<file path="src/rtl/fbst_pkg.sv">
// Package of constants and types for the FIFO boundary-scan test port
package fbst_pkg;

  typedef enum logic [15:0] {
    ST_RESET  = 16'h0001,
    ST_IDLE   = 16'h0002,
    ST_SEL_DR = 16'h0004,
    ST_CAP_DR = 16'h0008,
    ST_SH_DR  = 16'h0010,
    ST_EX1_DR = 16'h0020,
    ST_PAU_DR = 16'h0040,
    ST_EX2_DR = 16'h0080,
    ST_UPD_DR = 16'h0100,
    ST_SEL_IR = 16'h0200,
    ST_CAP_IR = 16'h0400,
    ST_SH_IR  = 16'h0800,
    ST_EX1_IR = 16'h1000,
    ST_PAU_IR = 16'h2000,
    ST_EX2_IR = 16'h4000,
    ST_UPD_IR = 16'h8000
  } fbst_state_t;

  // Instruction codes
  localparam logic [3:0] INS_EXTEST = 4'h0;
  localparam logic [3:0] INS_SAMPLE = 4'h1;
  localparam logic [3:0] INS_IDCODE = 4'h2;
  localparam logic [3:0] INS_CLAMP = 4'h3;
  localparam logic [3:0] INS_HIGHZ = 4'h4;
  localparam logic [3:0] INS_THR_READ = 4'h7;
  localparam logic [3:0] INS_THR_LOAD = 4'h8;
  localparam logic [3:0] INS_BYPASS = 4'hf;

  // Instruction register layout and capture pattern
  localparam int IR_W = 4;
  localparam logic [3:0] IR_CAPTURE = 4'h1;
  localparam logic [3:0] IR_RESET = INS_IDCODE;

  // Identification register fields
  localparam int ID_VER_LSB = 28;
  localparam int ID_PART_LSB = 12;
  localparam int ID_MFR_LSB = 1;
  localparam logic [3:0] ID_VERSION = 4'h0;   // Arbitrary value
  localparam logic [15:0] ID_PART = 16'h0abc; // Arbitrary value
  localparam logic [10:0] ID_MAKER = 11'h055; // Arbitrary value

  // Threshold registers
  localparam int THR_W = 16;
  localparam logic [15:0] THR_EMPTY_RST = 16'h007f;
  localparam logic [15:0] THR_FULL_RST = 16'h007f;

  // Consecutive TMS-high edges that reach Test-Logic-Reset
  localparam int TMS_RESET_EDGES = 5;

endpackage

</file>
<file path="src/rtl/fbst_tap.sv">
// Test access port with instruction, bypass, identification and threshold registers
`timescale 1ns/1ps
module fbst_tap
  import fbst_pkg::*;
#(
  parameter int BSR_W = 8
) (
  // System
  input wire logic clk,
  input wire logic reset,
  // Test port pins
  input wire logic tck,
  input wire logic tms,
  input wire logic tdi,
  input wire logic trst_n,
  output logic tdo,
  output logic tdo_oe,
  // Device side
  input wire logic [BSR_W-1:0] pin_in,
  input wire logic [BSR_W-1:0] core_out,
  output logic [BSR_W-1:0] pin_out,
  output logic pins_hiz,
  output logic test_mode,
  output logic port_was_reset,
  input wire logic [THR_W-1:0] almost_empty_thr_in,
  input wire logic [THR_W-1:0] almost_full_thr_in,
  output logic [THR_W-1:0] almost_empty_thr,
  output logic [THR_W-1:0] almost_full_thr,
  output logic thr_load
);

  localparam int THR2 = 2 * THR_W;

  // Two-stage synchronisers for the port pins
  logic [1:0] tck_s, tms_s, tdi_s, trst_s;
  logic tck_d;
  always_ff @(posedge clk or posedge reset) begin
    if (reset) begin
      tck_s <= 2'h0;
      tms_s <= 2'h0;
      tdi_s <= 2'h0;
      trst_s <= 2'h0;
      tck_d <= 1'b0;
    end else begin
      tck_s <= {tck_s[0], tck};
      tms_s <= {tms_s[0], tms};
      tdi_s <= {tdi_s[0], tdi};
      trst_s <= {trst_s[0], trst_n};
      tck_d <= tck_s[1];
    end
  end

  logic rise, fall, trst_act;
  assign rise = tck_s[1] & ~tck_d;
  assign fall = ~tck_s[1] & tck_d;
  assign trst_act = ~trst_s[1];

  // Device pin values pass two flip-flops before the boundary cells capture them
  logic [BSR_W-1:0] pin_s0_r, pin_s1_r;
  always_ff @(posedge clk or posedge reset) begin
    if (reset) begin
      pin_s0_r <= '0;
      pin_s1_r <= '0;
    end else begin
      pin_s0_r <= pin_in;
      pin_s1_r <= pin_s0_r;
    end
  end

  // State machine
  fbst_state_t state_r, state_nxt;
  always_comb begin
    state_nxt = state_r;
    case (state_r)
      ST_RESET:  state_nxt = tms_s[1] ? ST_RESET : ST_IDLE;
      ST_IDLE:   state_nxt = tms_s[1] ? ST_SEL_DR : ST_IDLE;
      ST_SEL_DR: state_nxt = tms_s[1] ? ST_SEL_IR : ST_CAP_DR;
      ST_CAP_DR: state_nxt = tms_s[1] ? ST_EX1_DR : ST_SH_DR;
      ST_SH_DR:  state_nxt = tms_s[1] ? ST_EX1_DR : ST_SH_DR;
      ST_EX1_DR: state_nxt = tms_s[1] ? ST_UPD_DR : ST_PAU_DR;
      ST_PAU_DR: state_nxt = tms_s[1] ? ST_EX2_DR : ST_PAU_DR;
      ST_EX2_DR: state_nxt = tms_s[1] ? ST_UPD_DR : ST_SH_DR;
      ST_UPD_DR: state_nxt = tms_s[1] ? ST_SEL_DR : ST_IDLE;
      ST_SEL_IR: state_nxt = tms_s[1] ? ST_RESET : ST_CAP_IR;
      ST_CAP_IR: state_nxt = tms_s[1] ? ST_EX1_IR : ST_SH_IR;
      ST_SH_IR:  state_nxt = tms_s[1] ? ST_EX1_IR : ST_SH_IR;
      ST_EX1_IR: state_nxt = tms_s[1] ? ST_UPD_IR : ST_PAU_IR;
      ST_PAU_IR: state_nxt = tms_s[1] ? ST_EX2_IR : ST_PAU_IR;
      ST_EX2_IR: state_nxt = tms_s[1] ? ST_UPD_IR : ST_SH_IR;
      ST_UPD_IR: state_nxt = tms_s[1] ? ST_SEL_DR : ST_IDLE;
      default:   state_nxt = ST_RESET;
    endcase
  end

  always_ff @(posedge clk or posedge reset) begin
    if (reset) begin
      state_r <= ST_RESET;
    end else if (trst_act) begin
      state_r <= ST_RESET;
    end else if (rise) begin
      state_r <= state_nxt;
    end
  end

  // Port has seen a reset; gates queue operation
  always_ff @(posedge clk or posedge reset) begin
    if (reset) begin
      port_was_reset <= 1'b0;
    end else if (state_r == ST_RESET) begin
      port_was_reset <= 1'b1;
    end
  end

  // Instruction shifter and hold latch
  logic [IR_W-1:0] ir_sh_r, instr_r;
  always_ff @(posedge clk or posedge reset) begin
    if (reset) begin
      ir_sh_r <= IR_CAPTURE;
    end else if (rise && state_r == ST_CAP_IR) begin
      ir_sh_r <= IR_CAPTURE;
    end else if (rise && state_r == ST_SH_IR) begin
      ir_sh_r <= {tdi_s[1], ir_sh_r[IR_W-1:1]};
    end
  end

  always_ff @(posedge clk or posedge reset) begin
    if (reset) begin
      instr_r <= IR_RESET;
    end else if (state_r == ST_RESET) begin
      instr_r <= IR_RESET;
    end else if (fall && state_r == ST_UPD_IR) begin
      instr_r <= ir_sh_r;
    end
  end

  // Instruction decode
  logic sel_bsr, sel_id, sel_thr, sel_byp;
  assign sel_bsr = (instr_r == INS_EXTEST) || (instr_r == INS_SAMPLE);
  assign sel_id = (instr_r == INS_IDCODE);
  assign sel_thr = (instr_r == INS_THR_READ) || (instr_r == INS_THR_LOAD);
  assign sel_byp = ~(sel_bsr | sel_id | sel_thr);

  // Instructions under which the boundary update cells drive the pins
  function automatic logic drives_pins(input logic [IR_W-1:0] ins);
    return (ins == INS_EXTEST) || (ins == INS_CLAMP);
  endfunction

  localparam logic [31:0] ID_VALUE = {ID_VERSION, ID_PART, ID_MAKER, 1'b1};

  // Data registers; only the selected one captures or shifts
  logic byp_r;
  logic [31:0] id_r;
  logic [BSR_W-1:0] bsr_r, bsr_upd_r;
  logic [THR2-1:0] thr_sh_r;
  logic cap, shf;
  assign cap = rise && state_r == ST_CAP_DR;
  assign shf = rise && state_r == ST_SH_DR;

  always_ff @(posedge clk or posedge reset) begin
    if (reset) begin
      byp_r <= 1'b0;
    end else if (sel_byp && cap) begin
      byp_r <= 1'b0;
    end else if (sel_byp && shf) begin
      byp_r <= tdi_s[1];
    end
  end

  always_ff @(posedge clk or posedge reset) begin
    if (reset) begin
      id_r <= ID_VALUE;
    end else if (sel_id && cap) begin
      id_r <= ID_VALUE;
    end else if (sel_id && shf) begin
      id_r <= {tdi_s[1], id_r[31:1]};
    end
  end

  always_ff @(posedge clk or posedge reset) begin
    if (reset) begin
      bsr_r <= '0;
    end else if (sel_bsr && cap) begin
      bsr_r <= (instr_r == INS_EXTEST) ? pin_s1_r : core_out;
    end else if (sel_bsr && shf) begin
      bsr_r <= {tdi_s[1], bsr_r[BSR_W-1:1]};
    end
  end

  always_ff @(posedge clk or posedge reset) begin
    if (reset) begin
      bsr_upd_r <= '0;
    end else if (sel_bsr && fall && state_r == ST_UPD_DR) begin
      bsr_upd_r <= bsr_r;
    end
  end

  always_ff @(posedge clk or posedge reset) begin
    if (reset) begin
      thr_sh_r <= '0;
    end else if (sel_thr && cap) begin
      thr_sh_r <= {almost_full_thr_in, almost_empty_thr_in};
    end else if (sel_thr && shf) begin
      thr_sh_r <= {tdi_s[1], thr_sh_r[THR2-1:1]};
    end
  end

  // Threshold load on Update-DR under the load instruction
  always_ff @(posedge clk or posedge reset) begin
    if (reset) begin
      almost_empty_thr <= THR_EMPTY_RST;
      almost_full_thr <= THR_FULL_RST;
      thr_load <= 1'b0;
    end else begin
      thr_load <= 1'b0;
      if (instr_r == INS_THR_LOAD && fall && state_r == ST_UPD_DR) begin
        almost_empty_thr <= thr_sh_r[THR_W-1:0];
        almost_full_thr <= thr_sh_r[THR2-1:THR_W];
        thr_load <= 1'b1;
      end
    end
  end

  // Pin control; inactive in reset and for non-driving instructions except INS_HIGHZ, which raises pins_hiz
  always_ff @(posedge clk or posedge reset) begin
    if (reset) begin
      pin_out <= '0;
      pins_hiz <= 1'b0;
      test_mode <= 1'b0;
    end else if (state_r == ST_RESET) begin
      pin_out <= core_out;
      pins_hiz <= 1'b0;
      test_mode <= 1'b0;
    end else begin
      test_mode <= drives_pins(instr_r);
      pins_hiz <= (instr_r == INS_HIGHZ);
      pin_out <= drives_pins(instr_r) ? bsr_upd_r : core_out;
    end
  end

  // Serial output mux, updated on falling edge
  logic dr_bit;
  always_comb begin
    if (sel_id) begin
      dr_bit = id_r[0];
    end else if (sel_bsr) begin
      dr_bit = bsr_r[0];
    end else if (sel_thr) begin
      dr_bit = thr_sh_r[0];
    end else begin
      dr_bit = byp_r;
    end
  end

  always_ff @(posedge clk or posedge reset) begin
    if (reset) begin
      tdo <= 1'b0;
      tdo_oe <= 1'b0;
    end else if (fall) begin
      tdo <= (state_r == ST_SH_IR) ? ir_sh_r[0] : dr_bit;
      tdo_oe <= (state_r == ST_SH_IR) || (state_r == ST_SH_DR);
    end
  end

  // Assertions
  logic [2:0] tms_hi_cnt;
  always_ff @(posedge clk or posedge reset) begin
    if (reset) begin
      tms_hi_cnt <= 3'h0;
    end else if (rise) begin
      tms_hi_cnt <= !tms_s[1] ? 3'h0 : (tms_hi_cnt == 3'h5 ? 3'h5 : tms_hi_cnt + 3'h1);
    end
  end
endmodule // fbst_tap

</file>
<file path="config.mk">
export PLATFORM = sky130hd
export DESIGN_NAME = fbst_tap
export DESIGN_NICKNAME = d
export VERILOG_FILES = /design/src/rtl/fbst_pkg.sv /design/src/rtl/fbst_tap.sv
export SDC_FILE = /design/constraint.sdc
export NUM_CORES = 1
export LEC_CHECK = 0
export BUFFER_PORTS_ARGS = -buffer_cell sky130_fd_sc_hd__buf_4
export CORE_ASPECT_RATIO = 1.5
export CORE_MARGIN = 3
export CORE_UTILIZATION = 40
export DETAILED_ROUTE_END_ITERATION = 10
export GPL_TIMING_DRIVEN = 1
export SLEW_MARGIN = 10
export SYNTH_ARGS = -nofsm -noshare
export SYNTH_HDL_FRONTEND = slang
export SYNTH_SLANG_ARGS = --single-unit
export TNS_END_PERCENT = 100
</file>
<file path="constraint.sdc">
create_clock -name clk -period 7.1 [get_ports clk]
set_input_delay 0.71 -clock clk [delete_from_list [all_inputs] [get_ports clk]]
set_output_delay 0.71 -clock clk [all_outputs]
set_load 0.01 [all_outputs]
</file>
* Word-level counts from Yosys, hierarchy flattened
Index checks and enable logic that the tools add are counted.
Word-level totals: output and inout port bits 46, register bits after elaboration 176, word-level logic and storage cells 122, bits of input ports 54
Operators by class: equal/unequal tests 23, reductions and logical operators 31, bitwise operators 7, muxes and demuxes 37
Operators with widths (count):
- $pmux 16 s12 | 1
- $mux 32 | 4
- $mux 16 | 4
- $mux 8 | 6
- $mux 9 | 2
- $logic_and 1x1->1 | 17
- $eq 16x1->1 const B | 1
- $eq 16x10->1 const B | 1
- $eq 16x11->1 const B | 1
- $eq 16x12->1 const B | 1
- $eq 16x13->1 const B | 1
- $eq 16x14->1 const B | 1
- $eq 16x15->1 const B | 1
- $eq 16x16->1 const B | 1
- $eq 16x2->1 const B | 1
- $eq 16x3->1 const B | 1
- $eq 16x4->1 const B | 1
- $eq 16x5->1 const B | 1
- $eq 16x6->1 const B | 1
- $eq 16x7->1 const B | 1
- $eq 16x8->1 const B | 1
- $eq 16x9->1 const B | 1
- $mux 4 | 4
- $mux 15 | 1
- 20 further kinds | 43

* Logic depth before layout (Yosys ltp)
word-level depth 8, mapped depth 9, depth with buffers taken out 6

* Least setup slack after synthesis
OpenSTA, ideal clock, no wires.
path type reg-to-reg, start point register state_r[5], end point register pin_out[0], clock period less this slack 2204 ps, path buffers 3, cell stages (with the launch flop) 9, setup time 125 ps, required time 6975 ps, arrival time 2079 ps, slack 4896 ps, path through dfrtp_1 -> clkbuf_2 -> nor4_4 -> and3_1 -> buf_4 -> and4b_2 -> or3_1 -> buf_4 -> mux2_2
On the way: word-level cells in the longest chain between the ends 2
Ends and longest elaborated chain:
- start, declared | RTL line fbst_tap.sv:71 | fbst_state_t state_r, state_nxt;
- start signal, assigned | RTL line fbst_tap.sv:101 | state_r <= state_nxt;
- $eq 16x1->1 | RTL line fbst_tap.sv:229 | end else if (state_r == ST_RESET) begin
- $mux 8 | RTL line fbst_tap.sv:229
- end signal, assigned | RTL line fbst_tap.sv:230 | pin_out <= core_out;
- end signal, assigned | RTL line fbst_tap.sv:236 | pin_out <= drives_pins(instr_r) ? bsr_upd_r : core_out;
- end, declared | RTL line fbst_tap.sv:21 | output logic [BSR_W-1:0] pin_out,
No other way between the ends. A chain may end at the register's enable or synchronous reset.

* Worst setup path in the final report
start point register state_r[11], end point register thr_sh_r[31]
On the way: word-level cells in the longest chain between the ends 4, elaborated cells between the ends (all ways) 8, those cells by class eq/ne (2); mux (1); reduce/logical (5)
Ends and longest elaborated chain:
- $eq 16x4->1 / $eq 16x5->1 (equally long branches) | RTL line fbst_tap.sv:156, fbst_tap.sv:157
- $logic_and 1x1->1 (on tied branches) | RTL line fbst_tap.sv:156, fbst_tap.sv:157
- $logic_and 1x1->1 (on tied branches) | RTL line fbst_tap.sv:200, fbst_tap.sv:202
- $mux 32 / $reduce_bool 2->1 (equally long branches)
- end signal, assigned | RTL line fbst_tap.sv:201 | thr_sh_r <= {almost_full_thr_in, almost_empty_thr_in};
- end signal, assigned | RTL line fbst_tap.sv:203 | thr_sh_r <= {tdi_s[1], thr_sh_r[THR2-1:1]};
- end, declared | RTL line fbst_tap.sv:154 | logic [THR2-1:0] thr_sh_r;
Several ways; a longest one is shown, not always the timed one.

==> flow_summary.toml <==
[timing]
tightest_slew_ns = 1.047
slew-limit-headroom_pct = 29.98
setup_viol = 0
setup_tns_ns = 0
fin_hold_ws_ns = 0.3444
rsz0062_at_grt = "false"
fin_worst_skew_ns = 0.01010
finalHoldViolCount = 0
fin_crit_ns = 3.513
fin_crit_sh_pct = 49.48
fmax_mhz = 284.7
drv_slew = 0

[die]
core-area_sq_mm = 0.01809
dieArea_sq_mm = 0.02035
num_io_pins = 100
initial_core_util_pct = 41.22
die_width_um = 117.5
die_height_um = 173.2
rows = 60

[synth]
ys_types = 57
synthMostInstantiatedCell = "dfrtp_1"
synth_area_sq_mm = 0.007458
ys_ff_latch = 176
async_flop_share_pct = 100.0
synth_cells = 673
ys_warn_count = 0
synthTopCellsByCount = "dfrtp_1 (147), nand2_1 (123), o21ai_0 (61)"
synth_seq_area_share_pct = 59.54
synthFlopType = "dfrtp_1"
synth-edff-count = 0
synth_area_leaders = "dfrtp_1 (49%), dfstp_2 (10%), mux2_2 (8.2%), nand2_1 (6.2%), o21ai_0 (4.1%)"
synth_area_per_cell_sq_um = 11.08
post-synth-top-area-cell = "dfrtp_1"
synth_top_area_share_pct = 49.32
syn_nets = 727

[place]
place_hpwl_um = 10820
gp_congestion = 0.8527
dp_cells = 978
portBuffers = 99

[detailed_routing]
drt.antenna.violating_nets = 0
post-route-drc-count = 0
wl_per_cell_um = 15.94
firstDrtPassIters = 4
wl_um = 16100
drt_iter0_drc = 252
avgViaCountPerCell = 5.160
vias = 5212

[setup_path]
worstSetupPathType = "flip-flop to flip-flop"
critPathMaxStageDelay_ns = 0.97
crit_chain = "nor4_2 > and3_1 > nand3_4 > a21oi_4 > o22ai_1 > o21ai_0"
crit_fanout = 64
crit_path_top_delay_cell = "a21oi_4"
worst_setup_path_end_kind = "flip-flop"
worstPathRequired_ns = 7.43
worst_setup_path_start_kind = "flip-flop"
arrival_ns = 3.84

[clocking]
h-tree-depth = 4
cts_root_buf = "clkbuf_16"
clock_latency_ns = 0.43
clockBufferDepth = 2
cts_sinks = 176
cts_buffers = 17
postCtsSetupBuffers = 0
cts_hold_buf = 0
cts_tree = "yes"
path_clk_slew_ns = 0.07
post_cts_resized = 0

[final_layout]
diodes = 0
drive_gt1_share_pct = 30.58
final_nets = 803
instances_no_fill = 1010
area.growth.synth_to_final_pct = 19.09

[flow_run]
maxCapViolCount = 0

[global_routing]
grt_pass1_vias = 5291
grt_max_degree = 102
track_usage_pct = 15.93
grt-ovfl-total = 0
antenna_found_initial = 0
grt_pass1_wl_um = 26430

[worst_hold_path]
hp-class = "flip-flop to flip-flop"

[outcome]
status = "complete, no violations"

[power]
total_power_mw = 1.963
ir_drop_v = 0.0001403
p_per_area_mw_per_mm2 = 221.0
leakage_nw = 4.000
-- cells by family (layout without fill, tap and decap cells) --
kind of cell / count (synthesis) / in the layout / synth area share [%]
DFF: 176 / 176 / 59.54
xor gates and xnor gates: 7 / 7 / 0.8220
muxes: 57 / 57 / 8.556
AOI/OAI and AO/OA: 164 / 164 / 12.83
buffers and inverters: 48 / 137 / 2.919
and+or+nand+nor: 221 / 221 / 15.33
-- cell usage in the layout (no fill, tap or decap), types with 5 or more instances in the layout --
cell and instances:
dfstp_2 29, mux2_2 54, xor2_1 5, dfrtp_1 147, nor3_1 7, nor2b_1 5
clkbuf_16 17, and3_1 6, o21ai_1 30, o22ai_1 38, nand4_1 5, nand2b_1 6
o21ai_0 61, nor2_1 28, buf_4 101, a22o_1 6, nand3_1 6, a21oi_1 11
nand2_1 122
-- stage by stage --
stage / setup WS (ns) / cell area (sq um) / utilization (%)
after floorplan: 1.664 / 7458 / -
after global placement: 3.704 / 8332 / 46.05
after detailed placement: 3.569 / 8332 / 46.05
after CTS: 3.556 / 8882 / 49.09
after global routing: 3.135 / 8882 / 49.09
final: 3.587 / 8882 / 49.09
-- sequential cells by signal, indices dropped and copies added, names as in the netlist, 2 cells and up --
name              flops
thr_sh_r             32
instr_r               4
pin_out               8
state_r              16
bsr_r                 8
almost_full_thr      16
pin_s0_r              8
pin_s1_r              8
trst_s                2
almost_empty_thr     16
ir_sh_r               4
tdi_s                 2
bsr_upd_r             8
tms_s                 2
tck_s                 2
id_r                 32
-- worst max-delay path: cells and delay by family (launching register included) --
| family | cells | cell delay (ns) |
|---|---|---|
| flip-flops | 1 | 0.51 |
| AND/OR/NAND/NOR | 3 | 1.52 |
| AO/OA/AOI/OAI | 3 | 1.37 |
-- power by group --
part	switching, mW	internal, mW	leakage [nW]	total, mW
logic	0.0389	0.0309	1.67	0.0698
registers	0.00717	1.01	2.06	1.02
clock network	0.405	0.467	0.271	0.873
-- worst paths after layout --
kind / cells after the start / to / slack (ns) / startpoint
setup / recovery: 6 / thr_sh_r[31] / 3.59 / state_r[11]
hold / removal: 0 / trst_s[1] / 0.34 / trst_s[0]
setup reg to reg: 6 / thr_sh_r[31] / 3.59 / state_r[11]
hold reg to reg: 0 / trst_s[1] / 0.34 / trst_s[0]
max in group asynchronous: 3 / pin_s1_r[0] / 5.14 / reset
min in group asynchronous: 2 / thr_load / 0.50 / reset
-- area by class of cell --
| cell class | count | area [sq um] |
|---|---|---|
| fill | 1633 | 9210 |
| sequential | 176 | 4441 |
| multi-input combinational | 449 | 2803 |
| timing repair buffer | 101 | 758.2 |
| clock buffer | 20 | 446.7 |
| tap | 248 | 310.3 |
| clock inverter | 12 | 103.9 |
| inverter | 4 | 20.02 |
-- routing by layer --
| metal | vias up | track usage, % | routed length (um) |
|---|---|---|---|
| met2 | 110 | 27.32 | 8262 |
| li1 | 2527 | - | - |
| met4 | 0 | 6.993 | 423 |
| met1 | 2549 | 19.18 | 6830 |
| met5 | - | 0 | 0 |
| met3 | 26 | 3.722 | 587 |
Power figures use the tool's default switching activity.
